### src/hw/sram_cycle_pkg.sv
package sram_cycle_pkg;

  // ==========================================================
  // Widths
  localparam int DATA_W  = 16;
  localparam int LANES   = 2;
  localparam int LANE_W  = DATA_W / LANES;
  localparam int ADDR_W  = 16;
  localparam int BURST_W = 2;

  // ==========================================================
  // Timing
  localparam int CLK_PERIOD_NS        = 10;
  localparam int SLEEP_ENTRY_TCYC     = 2;
  localparam int SLEEP_RECOVERY_TCYC  = 2;
  localparam int SLEEP_ENTRY_NS       = SLEEP_ENTRY_TCYC * CLK_PERIOD_NS;
  localparam int SLEEP_RECOVERY_NS    = SLEEP_RECOVERY_TCYC * CLK_PERIOD_NS;
  // Longest time rounds down, least time rounds up
  localparam int SLEEP_ENTRY_CYCLES   = SLEEP_ENTRY_NS / CLK_PERIOD_NS;
  localparam int SLEEP_RECOVERY_CYCLES =
    (SLEEP_RECOVERY_NS + CLK_PERIOD_NS - 1) / CLK_PERIOD_NS;
  localparam int WAKE_CNT_W = 2;
  localparam logic [WAKE_CNT_W-1:0] WAKE_CNT_LAST =
    WAKE_CNT_W'(SLEEP_RECOVERY_CYCLES - 1);

  // ==========================================================
  // Reset values
  localparam logic [ADDR_W-1:0]  RST_ADDR   = 16'h0000;
  localparam logic [DATA_W-1:0]  RST_DATA   = 16'h0000;
  localparam logic [LANES-1:0]   RST_LANES  = 2'h0;
  localparam logic [BURST_W-1:0] RST_BURST  = 2'h0;
  localparam logic [WAKE_CNT_W-1:0] RST_WAKE = 2'h0;

  // ==========================================================
  // Types
  typedef enum logic [1:0] {
    ST_IDLE,
    ST_BURST,
    ST_SNOOZE,
    ST_WAKE
  } ctrl_state_t;

  typedef struct packed {
    logic             global_write_n;
    logic             byte_write_enable_n;
    logic [LANES-1:0] byte_lane_select_n;
  } write_ctrl_t;

  typedef struct packed {
    logic [ADDR_W-1:0] addr;
    logic [LANES-1:0]  write_lanes;
    logic              read;
  } core_req_t;

  typedef struct packed {
    logic [LANES-1:0]  parity;
    logic [DATA_W-1:0] data;
  } word_t;

endpackage

### src/hw/write_lane_decode.sv
`timescale 1ns/100ps
`default_nettype none

module write_lane_decode (
  input  wire sram_cycle_pkg::write_ctrl_t         ctrl,
  output logic [sram_cycle_pkg::LANES-1:0]         lanes
);

  // ==========================================================
  // Per-lane write decode
  genvar i;
  generate
    for (i = 0; i < sram_cycle_pkg::LANES; i++) begin : g_lane
      assign lanes[i] = ~ctrl.global_write_n |
                        (~ctrl.byte_write_enable_n & ~ctrl.byte_lane_select_n[i]);
    end
  endgenerate

endmodule

`default_nettype wire

### src/hw/burst_address_counter.sv
`timescale 1ns/100ps
`default_nettype none

module burst_address_counter (
  input  wire logic                                ref_clk,
  input  wire logic                                rst,
  input  wire logic                                load,
  input  wire logic                                advance,
  input  wire logic [sram_cycle_pkg::BURST_W-1:0]  start_low,
  input  wire logic                                interleaved,
  output logic [sram_cycle_pkg::BURST_W-1:0]       next_low
);

  logic [sram_cycle_pkg::BURST_W-1:0] base;
  logic [sram_cycle_pkg::BURST_W-1:0] count;
  logic [sram_cycle_pkg::BURST_W-1:0] next_count;

  // ==========================================================
  // Count step
  always_comb begin
    if (load) begin
      next_count = sram_cycle_pkg::RST_BURST;
    end else if (advance) begin
      next_count = count + 2'h1;
    end else begin
      next_count = count;
    end
  end

  // ==========================================================
  // Address order
  always_comb begin
    if (load) begin
      next_low = start_low;
    end else if (interleaved) begin
      next_low = base ^ next_count;
    end else begin
      next_low = base + next_count;
    end
  end

  // Wraps within four words, upper bits never carry
  always_ff @(posedge ref_clk or posedge rst) begin
    if (rst) begin
      base  <= sram_cycle_pkg::RST_BURST;
      count <= sram_cycle_pkg::RST_BURST;
    end else begin
      if (load) begin
        base <= start_low;
      end
      count <= next_count;
    end
  end

endmodule

`default_nettype wire

### src/hw/sync_burst_sram_cycle_control.sv
// Behaviour
// - Processor strobe with all chip selects active starts a read burst at external address.
// - Controller strobe alone, chips selected, starts burst; write if write decode says so.
// - No strobe start, advance low, no write: read continues at next burst address.
// - No strobe start, advance low, write indicated: write at next burst address.
// - No strobe start, advance high, no write: read repeats at current address.
// - No strobe start, advance high, write indicated: write at current address.
// - Sleep high puts device in snooze, data pins released, inputs ignored.
// - Snooze entered within two cycles; two cycles recovery after sleep falls. Code: snooze on third edge after sleep rises, idle on fifth after it falls.
// - Processor strobe start is always a read, whatever the write inputs show.
// - Writes only on a controller start edge or in burst cycles after either start.
// - Output enable ignored for the remainder of a write cycle.
// - Output enable gates data drivers asynchronously, not registered.
// - During reads data drives while output enable low, released while high.
// - Once a write is detected every data and parity pin is released.
// - Burst order linear when order input low, interleaved when high.
`timescale 1ns/100ps
`default_nettype none

module sync_burst_sram_cycle_control (
  input  wire logic                                   ref_clk,
  input  wire logic                                   rst,
  input  wire logic                                   chip_select_1_n,
  input  wire logic                                   chip_select_2,
  input  wire logic                                   chip_select_3_n,
  input  wire logic                                   processor_addr_strobe_n,
  input  wire logic                                   controller_addr_strobe_n,
  input  wire logic                                   burst_advance_n,
  input  wire sram_cycle_pkg::write_ctrl_t            write_ctrl,
  input  wire logic                                   output_enable_n,
  input  wire logic                                   sleep_request,
  input  wire logic                                   burst_order,
  input  wire logic [sram_cycle_pkg::ADDR_W-1:0]      addr_in,
  input  wire sram_cycle_pkg::word_t                  pin_in,
  input  wire sram_cycle_pkg::word_t                  core_rdata,
  output var sram_cycle_pkg::core_req_t               core_req,
  output var sram_cycle_pkg::word_t                   core_wdata,
  output var sram_cycle_pkg::word_t                   pin_out,
  output logic [sram_cycle_pkg::DATA_W-1:0]           dq_oe,
  output logic [sram_cycle_pkg::LANES-1:0]            parity_oe,
  output logic                                        snoozing
);

  // ==========================================================
  // Synchronisers for the asynchronous pins
  logic sleep_meta;
  logic sleep_sync;
  logic order_meta;
  logic order_sync;

  always_ff @(posedge ref_clk or posedge rst) begin
    if (rst) begin
      sleep_meta <= 1'b0;
      sleep_sync <= 1'b0;
    end else begin
      sleep_meta <= sleep_request;
      sleep_sync <= sleep_meta;
    end
  end

  // Resets to interleaved, the order an open pin selects
  always_ff @(posedge ref_clk or posedge rst) begin
    if (rst) begin
      order_meta <= 1'b1;
      order_sync <= 1'b1;
    end else begin
      order_meta <= burst_order;
      order_sync <= order_meta;
    end
  end

  // ==========================================================
  // Control state
  sram_cycle_pkg::ctrl_state_t        state;
  sram_cycle_pkg::ctrl_state_t        next_state;
  logic [sram_cycle_pkg::WAKE_CNT_W-1:0] wake_cnt;
  logic                               active;

  assign active = (state == sram_cycle_pkg::ST_IDLE) ||
                  (state == sram_cycle_pkg::ST_BURST);

  // Sleep stops decoding as soon as the synchroniser shows it
  logic decode_on;
  assign decode_on = active & ~sleep_sync;

  // ==========================================================
  // Cycle decode
  logic [sram_cycle_pkg::LANES-1:0] lanes;
  logic                             write_any;
  logic                             selects_ok;
  logic                             proc_start;
  logic                             ctrl_start;
  logic                             deselect;
  logic                             load;
  logic                             advance;
  logic                             do_read;
  logic                             do_write;

  write_lane_decode u_lane_decode (
    .ctrl  (write_ctrl),
    .lanes (lanes)
  );

  assign write_any  = |lanes;
  assign selects_ok = ~chip_select_1_n & chip_select_2 & ~chip_select_3_n;
  // Processor strobe counts only while chip select 1 is low
  assign proc_start = ~processor_addr_strobe_n & ~chip_select_1_n;
  assign ctrl_start = ~proc_start & ~controller_addr_strobe_n;

  always_comb begin
    deselect = 1'b0;
    load     = 1'b0;
    advance  = 1'b0;
    do_read  = 1'b0;
    do_write = 1'b0;
    if (!decode_on) begin
      deselect = 1'b0;
    end else if (proc_start) begin
      if (selects_ok) begin
        load    = 1'b1;
        do_read = 1'b1;
      end else begin
        deselect = 1'b1;
      end
    end else if (ctrl_start) begin
      if (selects_ok) begin
        load     = 1'b1;
        do_write = write_any;
        do_read  = ~write_any;
      end else begin
        deselect = 1'b1;
      end
    end else if (state == sram_cycle_pkg::ST_BURST) begin
      advance  = ~burst_advance_n;
      do_write = write_any;
      do_read  = ~write_any;
    end
  end

  // ==========================================================
  // State sequence
  always_comb begin
    next_state = state;
    case (state)
      sram_cycle_pkg::ST_IDLE: begin
        if (sleep_sync) begin
          next_state = sram_cycle_pkg::ST_SNOOZE;
        end else if (load) begin
          next_state = sram_cycle_pkg::ST_BURST;
        end
      end
      sram_cycle_pkg::ST_BURST: begin
        if (sleep_sync) begin
          next_state = sram_cycle_pkg::ST_SNOOZE;
        end else if (deselect) begin
          next_state = sram_cycle_pkg::ST_IDLE;
        end
      end
      sram_cycle_pkg::ST_SNOOZE: begin
        if (!sleep_sync) begin
          next_state = sram_cycle_pkg::ST_WAKE;
        end
      end
      sram_cycle_pkg::ST_WAKE: begin
        if (sleep_sync) begin
          next_state = sram_cycle_pkg::ST_SNOOZE;
        end else if (wake_cnt == sram_cycle_pkg::WAKE_CNT_LAST) begin
          next_state = sram_cycle_pkg::ST_IDLE;
        end
      end
      default: begin
        next_state = sram_cycle_pkg::ST_IDLE;
      end
    endcase
  end

  always_ff @(posedge ref_clk or posedge rst) begin
    if (rst) begin
      state <= sram_cycle_pkg::ST_IDLE;
    end else begin
      state <= next_state;
    end
  end

  // Recovery count; pending accesses across sleep are dropped
  always_ff @(posedge ref_clk or posedge rst) begin
    if (rst) begin
      wake_cnt <= sram_cycle_pkg::RST_WAKE;
    end else if (state == sram_cycle_pkg::ST_WAKE) begin
      wake_cnt <= wake_cnt + 2'h1;
    end else begin
      wake_cnt <= sram_cycle_pkg::RST_WAKE;
    end
  end

  always_ff @(posedge ref_clk or posedge rst) begin
    if (rst) begin
      snoozing <= 1'b0;
    end else begin
      snoozing <= (next_state == sram_cycle_pkg::ST_SNOOZE) ||
                  (next_state == sram_cycle_pkg::ST_WAKE);
    end
  end

  // ==========================================================
  // Burst address
  logic [sram_cycle_pkg::BURST_W-1:0] next_low;
  logic [sram_cycle_pkg::ADDR_W-1:0]  upper_addr;

  burst_address_counter u_counter (
    .ref_clk     (ref_clk),
    .rst         (rst),
    .load        (load),
    .advance     (advance),
    .start_low   (addr_in[sram_cycle_pkg::BURST_W-1:0]),
    .interleaved (order_sync),
    .next_low    (next_low)
  );

  always_ff @(posedge ref_clk or posedge rst) begin
    if (rst) begin
      upper_addr <= sram_cycle_pkg::RST_ADDR;
    end else if (load) begin
      upper_addr <= addr_in;
    end
  end

  // ==========================================================
  // Core request
  logic [sram_cycle_pkg::ADDR_W-1:0] req_addr;
  logic [sram_cycle_pkg::LANES-1:0]  req_lanes;
  logic                              req_read;

  always_ff @(posedge ref_clk or posedge rst) begin
    if (rst) begin
      req_addr <= sram_cycle_pkg::RST_ADDR;
    end else if (load) begin
      req_addr <= addr_in;
    end else begin
      req_addr <= {upper_addr[sram_cycle_pkg::ADDR_W-1:sram_cycle_pkg::BURST_W],
                   next_low};
    end
  end

  // Lane and read flags clear on every idle or deselected edge
  always_ff @(posedge ref_clk or posedge rst) begin
    if (rst) begin
      req_lanes <= sram_cycle_pkg::RST_LANES;
    end else begin
      req_lanes <= do_write ? lanes : sram_cycle_pkg::RST_LANES;
    end
  end

  always_ff @(posedge ref_clk or posedge rst) begin
    if (rst) begin
      req_read <= 1'b0;
    end else begin
      req_read <= do_read;
    end
  end

  assign core_req = {req_addr, req_lanes, req_read};

  // Write data captured on the same edge as the write decode
  always_ff @(posedge ref_clk or posedge rst) begin
    if (rst) begin
      core_wdata.parity <= sram_cycle_pkg::RST_LANES;
      core_wdata.data   <= sram_cycle_pkg::RST_DATA;
    end else if (do_write) begin
      core_wdata <= pin_in;
    end
  end

  // ==========================================================
  // Read data path and drivers
  logic read_drive;

  always_ff @(posedge ref_clk or posedge rst) begin
    if (rst) begin
      pin_out.parity <= sram_cycle_pkg::RST_LANES;
      pin_out.data   <= sram_cycle_pkg::RST_DATA;
    end else if (core_req.read) begin
      pin_out <= core_rdata;
    end
  end

  // Drivers allowed only in a live read; a write or deselect drops them
  always_ff @(posedge ref_clk or posedge rst) begin
    if (rst) begin
      read_drive <= 1'b0;
    end else begin
      read_drive <= core_req.read & ~do_write & ~deselect & active;
    end
  end

  // Output enable stays combinational so bus release needs no clock
  logic drive;
  assign drive     = read_drive & ~output_enable_n & ~sleep_sync;
  assign dq_oe     = {sram_cycle_pkg::DATA_W{drive}};
  assign parity_oe = {sram_cycle_pkg::LANES{drive}};

endmodule

`default_nettype wire

### config.mk
export PLATFORM = sky130hd
export DESIGN_NAME = sync_burst_sram_cycle_control
export DESIGN_NICKNAME = d
export VERILOG_FILES = /design/src/hw/sram_cycle_pkg.sv /design/src/hw/write_lane_decode.sv /design/src/hw/burst_address_counter.sv /design/src/hw/sync_burst_sram_cycle_control.sv
export SDC_FILE = /design/constraint.sdc
export NUM_CORES = 1
export LEC_CHECK = 0
export BUFFER_PORTS_ARGS = -buffer_cell sky130_fd_sc_hd__buf_4
export CORE_MARGIN = 5
export CORE_UTILIZATION = 53
export CTS_BUF_LIST = sky130_fd_sc_hd__clkbuf_8
export CTS_CLUSTER_SIZE = 16
export DETAILED_ROUTE_END_ITERATION = 10
export HOLD_SLACK_MARGIN = 0.15
export MAX_ROUTING_LAYER = met4
export PLACE_DENSITY = 0.84
export SLEW_MARGIN = 20
export SYNTH_ARGS = -nofsm -noshare
export SYNTH_HDL_FRONTEND = slang
export SYNTH_HIERARCHICAL = 1
export SYNTH_SLANG_ARGS = --single-unit
### constraint.sdc
create_clock -name ref_clk -period 4.2 [get_ports ref_clk]
set_clock_uncertainty 0.1 [all_clocks]
set_input_delay 1.05 -clock ref_clk [delete_from_list [all_inputs] [get_ports ref_clk]]
set_output_delay 1.05 -clock ref_clk [all_outputs]
set_load 0.1 [all_outputs]
==> flow_summary.rst, run 1 <==
.. list-table::
   :header-rows: 1

   * - Metric
     - Value
   * - Outcome
     - finished clean
   * - Wire length of the first global-routing pass
     - 10.6 mm
   * - Vias per inst
     - 4.84
   * - Internal
     - 1.70 mW
   * - Starting density of the core
     - 54.9%
   * - Syn nets
     - 280
   * - Core region area
     - 5960 um2
   * - Gates resized, CTS repair
     - 0
   * - Kind of launch point of the worst setup path
     - input pin
   * - Worst reg-to-reg path cell count
     - 11
   * - H-tree levels
     - 3
   * - Power share of the sequential group
     - 33.3%
   * - Layout Area Growth over Synthesis
     - 37.9%
   * - Antenna Cells
     - 0
   * - Post-CTS Hold Buffers
     - 0
   * - Register bit count reported by yosys
     - 82
   * - Max transition margin
     - 42.1%
   * - R2R Path End
     - req_addr[1]
   * - Async S/R FF share, synth
     - 100%
   * - Clk sink count
     - 82
   * - Number of slew-limit violations in the final report
     - 0
   * - Leakage
     - 2.43 nW
   * - Data arrival at the endpoint of the critical path
     - 1.84 ns
   * - Tightest Hold Check Type
     - register to register
   * - Clock tree from TritonCTS
     - yes
   * - Share of power burned in the clock network
     - 21.5%
   * - GPL Wtd Cong
     - 0.764
   * - CTS Buffer Depth
     - 2
   * - Crit Path Max Fanout
     - 18
   * - Worst Hold Endpoint
     - sleep_sync
   * - Clock-pin slew reported for the worst setup and hold paths after clock tree synthesis
     - 0.07 ns
   * - Layout Nets
     - 411
   * - Global-route congestion overflow total
     - 0
   * - Top-Level Pins
     - 141
   * - Number of enable flip-flop cells after synthesis
     - 0
   * - Post-Syn Area
     - 3270 um2
   * - Reg2reg setup slack
     - 1.66 ns
   * - Number of global-route vias before repair
     - 2245
   * - Endpoint type of the worst setup path
     - output port
   * - Number of search-and-repair iterations in the first detailed-routing pass
     - 4
   * - Buffers added on ports
     - 140
   * - Worst-skew pair later-pin latency
     - 0.34 ns
   * - Combinational cell fraction of total power
     - 45.2%
   * - Via total after detailed routing
     - 2044
   * - Total of warnings raised by yosys
     - 6
   * - Setup repair after global routing missed its margin
     - false
   * - Hold path startpoint
     - sleep_meta
   * - Number of library cell types mapped by synthesis
     - 33
   * - DRC marker count from the first detailed-route iteration
     - 97
   * - Leading cell type in the layout, fill and taps excluded
     - buf_4
   * - WP data required
     - 3.05 ns
   * - Worst reg2reg path startpoint
     - snoozing
   * - Synthesized area per cell
     - 15.5 um2
   * - Power per cell area
     - 695 nW/um2
   * - Final WL
     - 6.75 mm
   * - Post-Synthesis Cells
     - 211
   * - Post-DR wirelength/cell
     - 16.0 um
   * - Commonest non-fill, non-tap cells in the layout
     - buf_4 (144), dfrtp_1 (80), mux2_2 (36)
   * - Chip Width
     - 88.5 um
   * - Achievable frequency
     - 335 MHz
   * - Sequential element share of the synthesized area
     - 62.9%
   * - Clock period minus final worst setup slack
     - 2.99 ns
   * - Worst hold slack across all endpoints
     - 0.250 ns
   * - Count of final setup violators
     - 0
   * - GRT Overall Usage
     - 18.8%
   * - Total net switching power
     - 1.43 mW
   * - Sum of negative setup slack
     - 0 ns
   * - Number of buffers added for setup after CTS
     - 0
   * - Number of violations of the max-capacitance limit
     - 0
   * - Share of the clock period used by the worst path after layout
     - 71.1%
   * - Final number of hold-violating endpoints
     - 0
   * - Most frequently used flop master after synthesis
     - dfrtp_1
   * - Share of final-layout standard cells stronger than drive strength 1
     - 65.1%
   * - Share of total power consumed by net switching
     - 45.6%
   * - Class of the most critical setup path
     - input pin to output port
   * - Num CTS Buffers
     - 9
   * - Total Die Area
     - 7830 um2
   * - Detailed Place HPWL
     - 5.15 mm
   * - Actual slew at the worst max-slew pin
     - 0.867 ns
   * - Number of nets with antenna violations after routing
     - 0
   * - Initial antenna violation count
     - 0
   * - Worst IR drop on VDD
     - 0.488 mV
   * - Hold path cells
     - 0
   * - DRC
     - 0
   * - Maximum number of pins on one net before global-route repair
     - 54
   * - Die Span Y
     - 88.5 um
   * - Root Buffer
     - clkbuf_8
   * - FP Rows
     - 28
## logic make-up (layout without fill, tap and decap cells)
family / count (synthesis) / count (layout) / share of synthesized area, %
compound gates: 8 / 8 / 1.38
simple gates: 27 / 27 / 5.48
buf+inv: 32 / 168 / 6.63
fa+ha+maj: 2 / 2 / 0.766
flops: 82 / 82 / 62.9
mux: 56 / 56 / 21.3
xor+xnor: 4 / 4 / 1.53
## sequential cells by signal (all words and copies together), names as in the netlist, 2 cells and up
signal and cells:
pin_out 18, u_counter/base 2, req_addr 16, core_wdata 18, wake_cnt 2, req_lanes 2
upper_addr 14, u_counter/count 2
## power groups by stage
stage / Clock [mW] / Combinational, mW / Sequential [mW]
2_1_floorplan: 0 / 0.224 / 1.94
5_1_grt: 0.732 / 1.46 / 1.07
3_3_place_gp: 0 / 1.41 / 1.05
6_report: 0.672 / 1.41 / 1.04
4_1_cts: 0.686 / 1.43 / 1.04
3_5_place_dp: 0 / 1.42 / 1.06
## worst max-delay path by stage
| stage | from | to | slack, ns | cells after the start |
|---|---|---|---|---|
| 2_1_floorplan | output_enable_n | dq_oe[0] | 0.49 | 2 |
| 3_3_place_gp | chip_select_1_n | req_addr[1] | 1.0 | 12 |
| 3_5_place_dp | chip_select_1_n | req_addr[1] | 0.93 | 12 |
| 4_1_cts | output_enable_n | dq_oe[7] | 1.20 | 4 |
| 5_1_grt | chip_select_1_n | req_addr[1] | 1.12 | 12 |
| 6_report | output_enable_n | dq_oe[7] | 1.21 | 4 |
## per-layer routing
metal	part of all wire (%)	vias up	global-route usage [%]	wire length [um]
met1	38	996	21.8	2590
met5	0	-	-	0
met3	9.8	7	5.77	665
met2	51	90	31.1	3440
met4	0.87	0	6.18	59
li1	-	951	-	-
## worst max-delay path: stages
cell and delay, ns:
buf_4 0.11, nor3b_2 0.14, buf_4 0.22, buf_4 0.32
## per-stage QoR
step	worst slack (ns)	utilization (%)	instance area (um2)	instances	total power [mW]
2_1_floorplan	0.490	-	3270	211	2.16
3_3_place_gp	0.998	71.6	4260	406	2.45
3_5_place_dp	0.925	71.6	4260	406	2.48
4_1_cts	1.20	75.6	4500	422	3.16
5_1_grt	1.12	75.6	4500	422	3.26
6_report	1.21	75.6	4500	422	3.13
## layout make-up
class,instances,area [um2]
Clock buffer,9,124
Tap cell,75,93.8
Clock inverter,7,119
Sequential cell,82,2050
Multi-Input combinational cell,97,1000
Fill cell,386,1450
Inverter,8,31.3
Timing Repair Buffer,144,1080
## cells in the mapped netlist, types with 2 or more instances
master    n  area share [%]
buf_4    19             4.4
nor2_1    9             1.0
xnor2_1   2            0.54
o21ai_0   3            0.46
dfstp_2   2             1.6
nor3b_1   2            0.46
nand2_1   5            0.57
o21ai_1   2            0.31
inv_1     8            0.92
buf_6     3             1.0
dfrtp_1  80              61
buf_2     2            0.31
ha_1      2            0.77
mux2_4   18             8.3
mux2_2   36              12
(Power assumes the default switching activity.)
==> run 2: changes to the inputs <==
--- a/config.mk
+++ b/config.mk
@@ -7,13 +7,13 @@
 export LEC_CHECK = 0
 export BUFFER_PORTS_ARGS = -buffer_cell sky130_fd_sc_hd__buf_4
 export CORE_MARGIN = 5
-export CORE_UTILIZATION = 53
+export CORE_UTILIZATION = 44
 export CTS_BUF_LIST = sky130_fd_sc_hd__clkbuf_8
 export CTS_CLUSTER_SIZE = 16
 export DETAILED_ROUTE_END_ITERATION = 10
 export HOLD_SLACK_MARGIN = 0.15
 export MAX_ROUTING_LAYER = met4
-export PLACE_DENSITY = 0.84
+export PLACE_DENSITY = 0.74
 export SLEW_MARGIN = 20
 export SYNTH_ARGS = -nofsm -noshare
 export SYNTH_HDL_FRONTEND = slang
==> constraint.sdc (replaced) <==
create_clock -name ref_clk -period 2.4 [get_ports ref_clk]
set_clock_uncertainty 0.1 [all_clocks]
set_input_delay 0.6 -clock ref_clk [delete_from_list [all_inputs] [get_ports ref_clk]]
set_output_delay 0.6 -clock ref_clk [all_outputs]
set_load 0.1 [all_outputs]
==> flow_summary.rst, run 2 (same netlist as run 1, synthesis figures left out) <==
.. list-table::
   :header-rows: 1

   * - Metric
     - Value
   * - Tightest Hold Check Type
     - register to register
   * - Number of search-and-repair iterations in the first detailed-routing pass
     - 4
   * - Clock-pin slew reported for the worst setup and hold paths after clock tree synthesis
     - 0.08 ns
   * - Final design utilization
     - 63.6%
   * - Reg2reg setup slack
     - 0.17 ns
   * - Share of final-layout standard cells stronger than drive strength 1
     - 66.8%
   * - Number of nets with antenna violations after routing
     - 0
   * - Final number of hold-violating endpoints
     - 0
   * - Maximum number of pins on one net before global-route repair
     - 47
   * - Post-layout power
     - 5.22 mW
   * - Grt met3 use
     - 3.28%
   * - Critical path's top delay family
     - buffers and inverters
   * - Worst stage delay on the critical path
     - 0.40 ns
   * - DP Cell Count
     - 443
   * - Sum of negative setup slack
     - 0 ns
   * - Met2 track utilization from global routing
     - 24.8%
   * - DRC
     - 0
   * - Power per cell area
     - 1130 nW/um2
   * - Global-route met1 utilization
     - 18.5%
   * - Class of the most critical setup path
     - register to output port
   * - Worst IR drop on VDD
     - 0.623 mV
   * - Actual slew at the worst max-slew pin
     - 0.557 ns
   * - Detailed Place HPWL
     - 5.07 mm
   * - DRC marker count from the first detailed-route iteration
     - 42
   * - Chip Width
     - 96.2 um
   * - Slowest stage cell on the critical path
     - dfrtp_1
   * - Number of global-route vias before repair
     - 2187
   * - Achievable frequency
     - 436 MHz
   * - Total Die Area
     - 9250 um2
   * - Share of the clock period used by the worst path after layout
     - 95.6%
   * - Number of buffers added for setup after CTS
     - 0
   * - GRT Overall Usage
     - 15.2%
   * - Worst hold slack across all endpoints
     - 0.255 ns
   * - Leading cell type in the layout, fill and taps excluded
     - buf_4
   * - GPL Wtd Cong
     - 0.749
   * - Clk sink count
     - 82
   * - Library cell appearing most often on the critical path
     - buf_4
   * - Vias per inst
     - 4.55
   * - Final WL
     - 6.63 mm
   * - Post-route setup slack
     - 0.106 ns
   * - CTS Buffer Depth
     - 2
   * - Regs by FF count
     - core_wdata (18), pin_out (18), req_addr (16)
   * - Final Instance Area
     - 4610 um2
   * - Clock period minus final worst setup slack
     - 2.29 ns
   * - Final Non-Filler Cells
     - 460
   * - Sum of buffers and inverters on the critical path
     - 3
   * - Commonest non-fill, non-tap cells in the layout
     - buf_4 (156), dfrtp_1 (79), mux2_2 (36)
   * - Root Buffer
     - clkbuf_8
   * - FP Rows
     - 31
   * - Wire length of the first global-routing pass
     - 10.4 mm
   * - Number of slew-limit violations in the final report
     - 0
   * - Core region area
     - 7250 um2
   * - Initial antenna violation count
     - 0
   * - Global-route congestion overflow total
     - 0
   * - Starting density of the core
     - 45.0%
   * - Via total after detailed routing
     - 2092
   * - Outcome
     - finished clean
   * - Area after DPL
     - 4410 um2
   * - Layout Nets
     - 425
   * - Kind of launch point of the worst setup path
     - register
   * - Antenna Cells
     - 0
   * - H-tree levels
     - 3
   * - Number of violations of the max-capacitance limit
     - 0
   * - Post-place setup slack
     - -0.205 ns
   * - Ordered cell list for the critical path
     - buf_4, nor3b_2, buf_4, buf_4
   * - Post-DR wirelength/cell
     - 14.4 um
   * - Top-Level Pins
     - 141
   * - Global route hottest layer
     - met2
   * - Endpoint type of the worst setup path
     - output port
   * - Max transition margin
     - 62.9%
   * - Data arrival at the endpoint of the critical path
     - 1.59 ns
   * - Count of final setup violators
     - 0
   * - Num CTS Buffers
     - 9
   * - Die Span Y
     - 96.2 um
   * - Worst-skew pair later-pin latency
     - 0.33 ns
   * - Crit Path Max Fanout
     - 18
   * - Buffers added on ports
     - 140
   * - Leakage
     - 2.47 nW
   * - Clock tree from TritonCTS
     - yes
   * - WP data required
     - 1.70 ns
   * - Setup repair after global routing missed its margin
     - false
   * - Layout Area Growth over Synthesis
     - 41.1%
==> run 2: path summary, 6_finish.rpt <==
| path | start | to | cells past startpoint |
|---|---|---|---|
| setup / recovery | sleep_sync | dq_oe[5] | 4 |
| hold / removal | sleep_meta | sleep_sync | 0 |
| setup reg to reg | snoozing | req_addr[1] | 11 |
| hold reg to reg | sleep_meta | sleep_sync | 0 |
| max in group asynchronous | rst | snoozing | 4 |
| min in group asynchronous | rst | u_counter/count[0] | 3 |
==> run 2: layout make-up <==
class | instances | area (um2)
Clock inverter | 4 | 26.3
Inverter | 8 | 33.8
Sequential cell | 82 | 2060
Clock buffer | 12 | 165
Timing Repair Buffer | 158 | 1200
Fill cell | 574 | 2640
Tap cell | 99 | 124
Multi-Input combinational cell | 97 | 1000
==> run 2: power breakdown <==
part / switching [mW] / leakage (nW) / internal (mW)
sequential: 0.131 / 1.06 / 1.68
combinational: 1.87 / 1.32 / 0.618
clock: 0.458 / 0.0920 / 0.457
==> run 2: worst reg2reg max path, delay by kind of cell, from the launching register on <==
kind | cells | cell delay, ns
DFF | 1 | 0.41
adders and majority gates | 1 | 0.21
and+or+nand+nor | 5 | 0.53
muxes | 2 | 0.52
xor gates and xnor gates | 3 | 0.35
==> run 2: repair_timing <==
item / in CTS / in global routing
gates resized for setup: 0 / 1
hold buffers: 1 / 0
hold endpoints to repair: 4 / 0
endpoints found under the setup margin: 0 / 1
==> run 2: routing by layer <==
| layer | wire length [um] | up-vias |
|---|---|---|
| li1 | - | 976 |
| met1 | 2590 | 1021 |
| met2 | 3320 | 89 |
| met3 | 663 | 6 |
| met4 | 65 | 0 |
| met5 | 0 | - |
==> run 3: changes to the inputs <==
--- a/config.mk
+++ b/config.mk
@@ -5,15 +5,16 @@
 export SDC_FILE = /design/constraint.sdc
 export NUM_CORES = 1
 export LEC_CHECK = 0
+export ABC_AREA = 1
 export BUFFER_PORTS_ARGS = -buffer_cell sky130_fd_sc_hd__buf_4
 export CORE_MARGIN = 5
-export CORE_UTILIZATION = 44
+export CORE_UTILIZATION = 45
 export CTS_BUF_LIST = sky130_fd_sc_hd__clkbuf_8
 export CTS_CLUSTER_SIZE = 16
 export DETAILED_ROUTE_END_ITERATION = 10
 export HOLD_SLACK_MARGIN = 0.15
 export MAX_ROUTING_LAYER = met4
-export PLACE_DENSITY = 0.74
+export PLACE_DENSITY = 0.75
 export SLEW_MARGIN = 20
 export SYNTH_ARGS = -nofsm -noshare
 export SYNTH_HDL_FRONTEND = slang
==> flow_summary.rst, run 3 <==
.. list-table::
   :header-rows: 1

   * - Metric
     - Value
   * - Starting density of the core
     - 46.7%
   * - Post-Synthesis Cells
     - 316
   * - Layout Area Growth over Synthesis
     - 38.2%
   * - Hold path cells
     - 0
   * - Total Die Area
     - 9400 um2
   * - Most frequently used flop master after synthesis
     - dfrtp_1
   * - Worst Hold Endpoint
     - sleep_sync
   * - Library cell appearing most often on the critical path
     - nand2_1
   * - Antenna Cells
     - 0
   * - Number of search-and-repair iterations in the first detailed-routing pass
     - 4
   * - Share of final-layout standard cells stronger than drive strength 1
     - 46.7%
   * - Global-route congestion overflow total
     - 0
   * - Async S/R FF share, synth
     - 100%
   * - Clock period minus final worst setup slack
     - 2.23 ns
   * - Final WL
     - 7.46 mm
   * - Chip Width
     - 97.0 um
   * - Number of nets with antenna violations after routing
     - 0
   * - Post-Syn Area
     - 3400 um2
   * - R2R Path End
     - req_addr[1]
   * - Multiplexer fraction of the synthesized cell area
     - 5.96%
   * - H-tree levels
     - 3
   * - Class of the most critical setup path
     - register to register
   * - Leakage
     - 2.56 nW
   * - FP Rows
     - 31
   * - Die Span Y
     - 97.0 um
   * - Number of library cell types mapped by synthesis
     - 28
   * - Max transition margin
     - 64.1%
   * - Count of final setup violators
     - 0
   * - Actual slew at the worst max-slew pin
     - 0.537 ns
   * - Synthesized area per cell
     - 10.8 um2
   * - Kind of launch point of the worst setup path
     - register
   * - Area after DPL
     - 4430 um2
   * - Endpoint type of the worst setup path
     - register
   * - DRC
     - 0
   * - Dominant combinational cell family by area after synthesis
     - simple AND/OR/NAND/NOR gates
   * - Tightest Hold Check Type
     - register to register
   * - Share of synthesized cell area in full adder, half adder and majority cells
     - 0.735%
   * - Setup repair after global routing missed its margin
     - false
   * - Share of the clock period used by the worst path after layout
     - 92.9%
   * - Outcome
     - finished clean
   * - Most frequent cells after synthesis
     - nand2_1 (111), dfrtp_1 (80), buf_4 (21)
   * - Buffers added on ports
     - 140
   * - DRC marker count from the first detailed-route iteration
     - 79
   * - Root Buffer
     - clkbuf_8
   * - Reg2reg setup slack
     - 0.17 ns
   * - Number of global-route vias before repair
     - 2726
   * - Detailed Place HPWL
     - 5.64 mm
   * - Achievable frequency
     - 449 MHz
   * - Post-synthesis xor/xnor area fraction
     - 0%
   * - Largest cells by area after synthesis
     - dfrtp_1 (59%), nand2_1 (12%), mux2_2 (6.0%)
   * - Compound-gate portion of the synthesized area
     - 1.54%
   * - Worst IR drop on VDD
     - 0.852 mV
   * - Final number of hold-violating endpoints
     - 0
   * - Count of fill cells added during filler insertion
     - 607
   * - Wire length of the first global-routing pass
     - 12.9 mm
   * - Crit Path Max Fanout
     - 5
   * - Number of slew-limit violations in the final report
     - 0
   * - Via total after detailed routing
     - 2597
   * - Ordered cell list for the critical path
     - inv_2, nand2_4, nor4_4, o21ai_0, a21oi_1, ha_1, nand2_1, nand2_1, nand3_1, nand3_1, nand2_1, nand2_1, nand2_1
   * - Vias per inst
     - 4.68
   * - Final design utilization
     - 64.5%
   * - Layout Nets
     - 520
   * - Number of violations of the max-capacitance limit
     - 0
   * - Syn nets
     - 385
   * - Clk sink count
     - 82
   * - Regs by FF count
     - core_wdata (18), pin_out (18), req_addr (16)
   * - Top-Level Pins
     - 141
   * - Area fraction in and, or, nand and nor cells after synthesis
     - 21.9%
   * - Worst stage delay on the critical path
     - 0.44 ns
   * - Core region area
     - 7290 um2
   * - Hold path startpoint
     - sleep_meta
   * - Synth area leader
     - dfrtp_1
   * - Leading cell type in the layout, fill and taps excluded
     - buf_4
   * - Initial antenna violation count
     - 0
   * - Final Instance Area
     - 4700 um2
   * - Number of enable flip-flop cells after synthesis
     - 0
   * - GRT Overall Usage
     - 16.8%
   * - GPL Wtd Cong
     - 0.795
   * - Slowest stage cell on the critical path
     - dfrtp_1
   * - Worst-skew pair later-pin latency
     - 0.33 ns
   * - Share of Yosys cell area claimed by the top area cell type
     - 58.8%
   * - WP data required
     - 2.53 ns
   * - CTS Buffer Depth
     - 2
   * - Commonest non-fill, non-tap cells in the layout
     - buf_4 (152), nand2_1 (111), dfrtp_1 (79)
   * - Post-DR wirelength/cell
     - 13.4 um
   * - Maximum number of pins on one net before global-route repair
     - 30
   * - Power per cell area
     - 1520 nW/um2
   * - Clock tree from TritonCTS
     - yes
   * - Sequential element share of the synthesized area
     - 60.4%
   * - Register bit count reported by yosys
     - 82
   * - Data arrival at the endpoint of the critical path
     - 2.36 ns
   * - Total of warnings raised by yosys
     - 6
   * - Num CTS Buffers
     - 9
   * - Clock-pin slew reported for the worst setup and hold paths after clock tree synthesis
     - 0.08 ns
   * - Worst reg2reg path startpoint
     - sleep_sync
   * - Worst reg-to-reg path cell count
     - 13
   * - Leading cell type by number of instances after synthesis
     - nand2_1
-- run 3: worst max-delay path: cells and delay by family, from the launching register on --
kind	cells	cell delay, ns
simple gates	9	0.91
fa+ha+maj	1	0.22
buf+inv	1	0.11
compound gates	2	0.34
flops	1	0.44
-- run 3: power breakdown --
part / switching [mW] / internal [mW]
clock: 0.511 / 0.606
sequential: 0.221 / 1.84
combinational: 3.16 / 0.796
total: 3.89 / 3.24
-- run 3: area by class of cell --
cell class | instances | area, um2 | share of cell area (%)
Clock buffer | 9 | 124 | 2.63
Timing Repair Buffer | 154 | 1170 | 24.9
Clock inverter | 7 | 111 | 2.37
Tap cell | 99 | 124 | 2.63
Sequential cell | 82 | 2060 | 43.7
Inverter | 17 | 70.1 | 1.49
Multi-Input combinational cell | 187 | 1050 | 22.3
-- run 3: worst max-delay path by stage --
| stage | from | endpoint | slack (ns) | cells after the start |
|---|---|---|---|---|
| floorplan | snoozing | req_addr[1] | 0.05 | 17 |
| global placement | processor_addr_strobe_n | req_addr[1] | 0.03 | 15 |
| detailed placement | processor_addr_strobe_n | req_addr[1] | -0.07 | 15 |
| CTS | sleep_sync | req_addr[1] | 0.13 | 13 |
| global route | sleep_sync | req_addr[1] | 0.005 | 14 |
| finish | sleep_sync | req_addr[1] | 0.17 | 13 |
-- run 3: per-layer routing --
metal | vias up | global-route usage (%) | routed length, um
met3 | 4 | 6.76 | 746
met2 | 102 | 26.7 | 3520
li1 | 1267 | - | -
met4 | 0 | 4.43 | 32
met1 | 1224 | 20.1 | 3160
met5 | - | - | 0
-- run 3: kinds of logic after synthesis --
kind of cell / count (synthesis)
multiplexers: 18
flip-flops: 82
AO/OA/AOI/OAI: 10
buffers and inverters: 47
AND/OR/NAND/NOR: 157
adder cells (fa/ha/maj): 2
-- run 3: repair_timing --
item	4_1_cts	5_1_grt
setup buffers	0	2
hold buffers	1	0
endpoints found under the setup margin	0	1
resized for setup	0	1
endpoints found under the hold margin	4	0
-- run 3: metrics by stage --
| step | TNS [ns] | hold slack, ns | total power, mW | instances | worst slack [ns] |
|---|---|---|---|---|---|
| 2_1_floorplan | 0 | 0.231 | 5.18 | 316 | 0.0535 |
| 3_3_place_gp | 0 | 0.241 | 6.00 | 536 | 0.0322 |
| 3_5_place_dp | -0.0694 | 0.239 | 6.05 | 536 | -0.0694 |
| 4_1_cts | 0 | 0.247 | 7.18 | 553 | 0.130 |
| 5_1_grt | 0 | 0.244 | 7.46 | 555 | 0.00500 |
| 6_report | 0 | 0.257 | 7.13 | 555 | 0.171 |
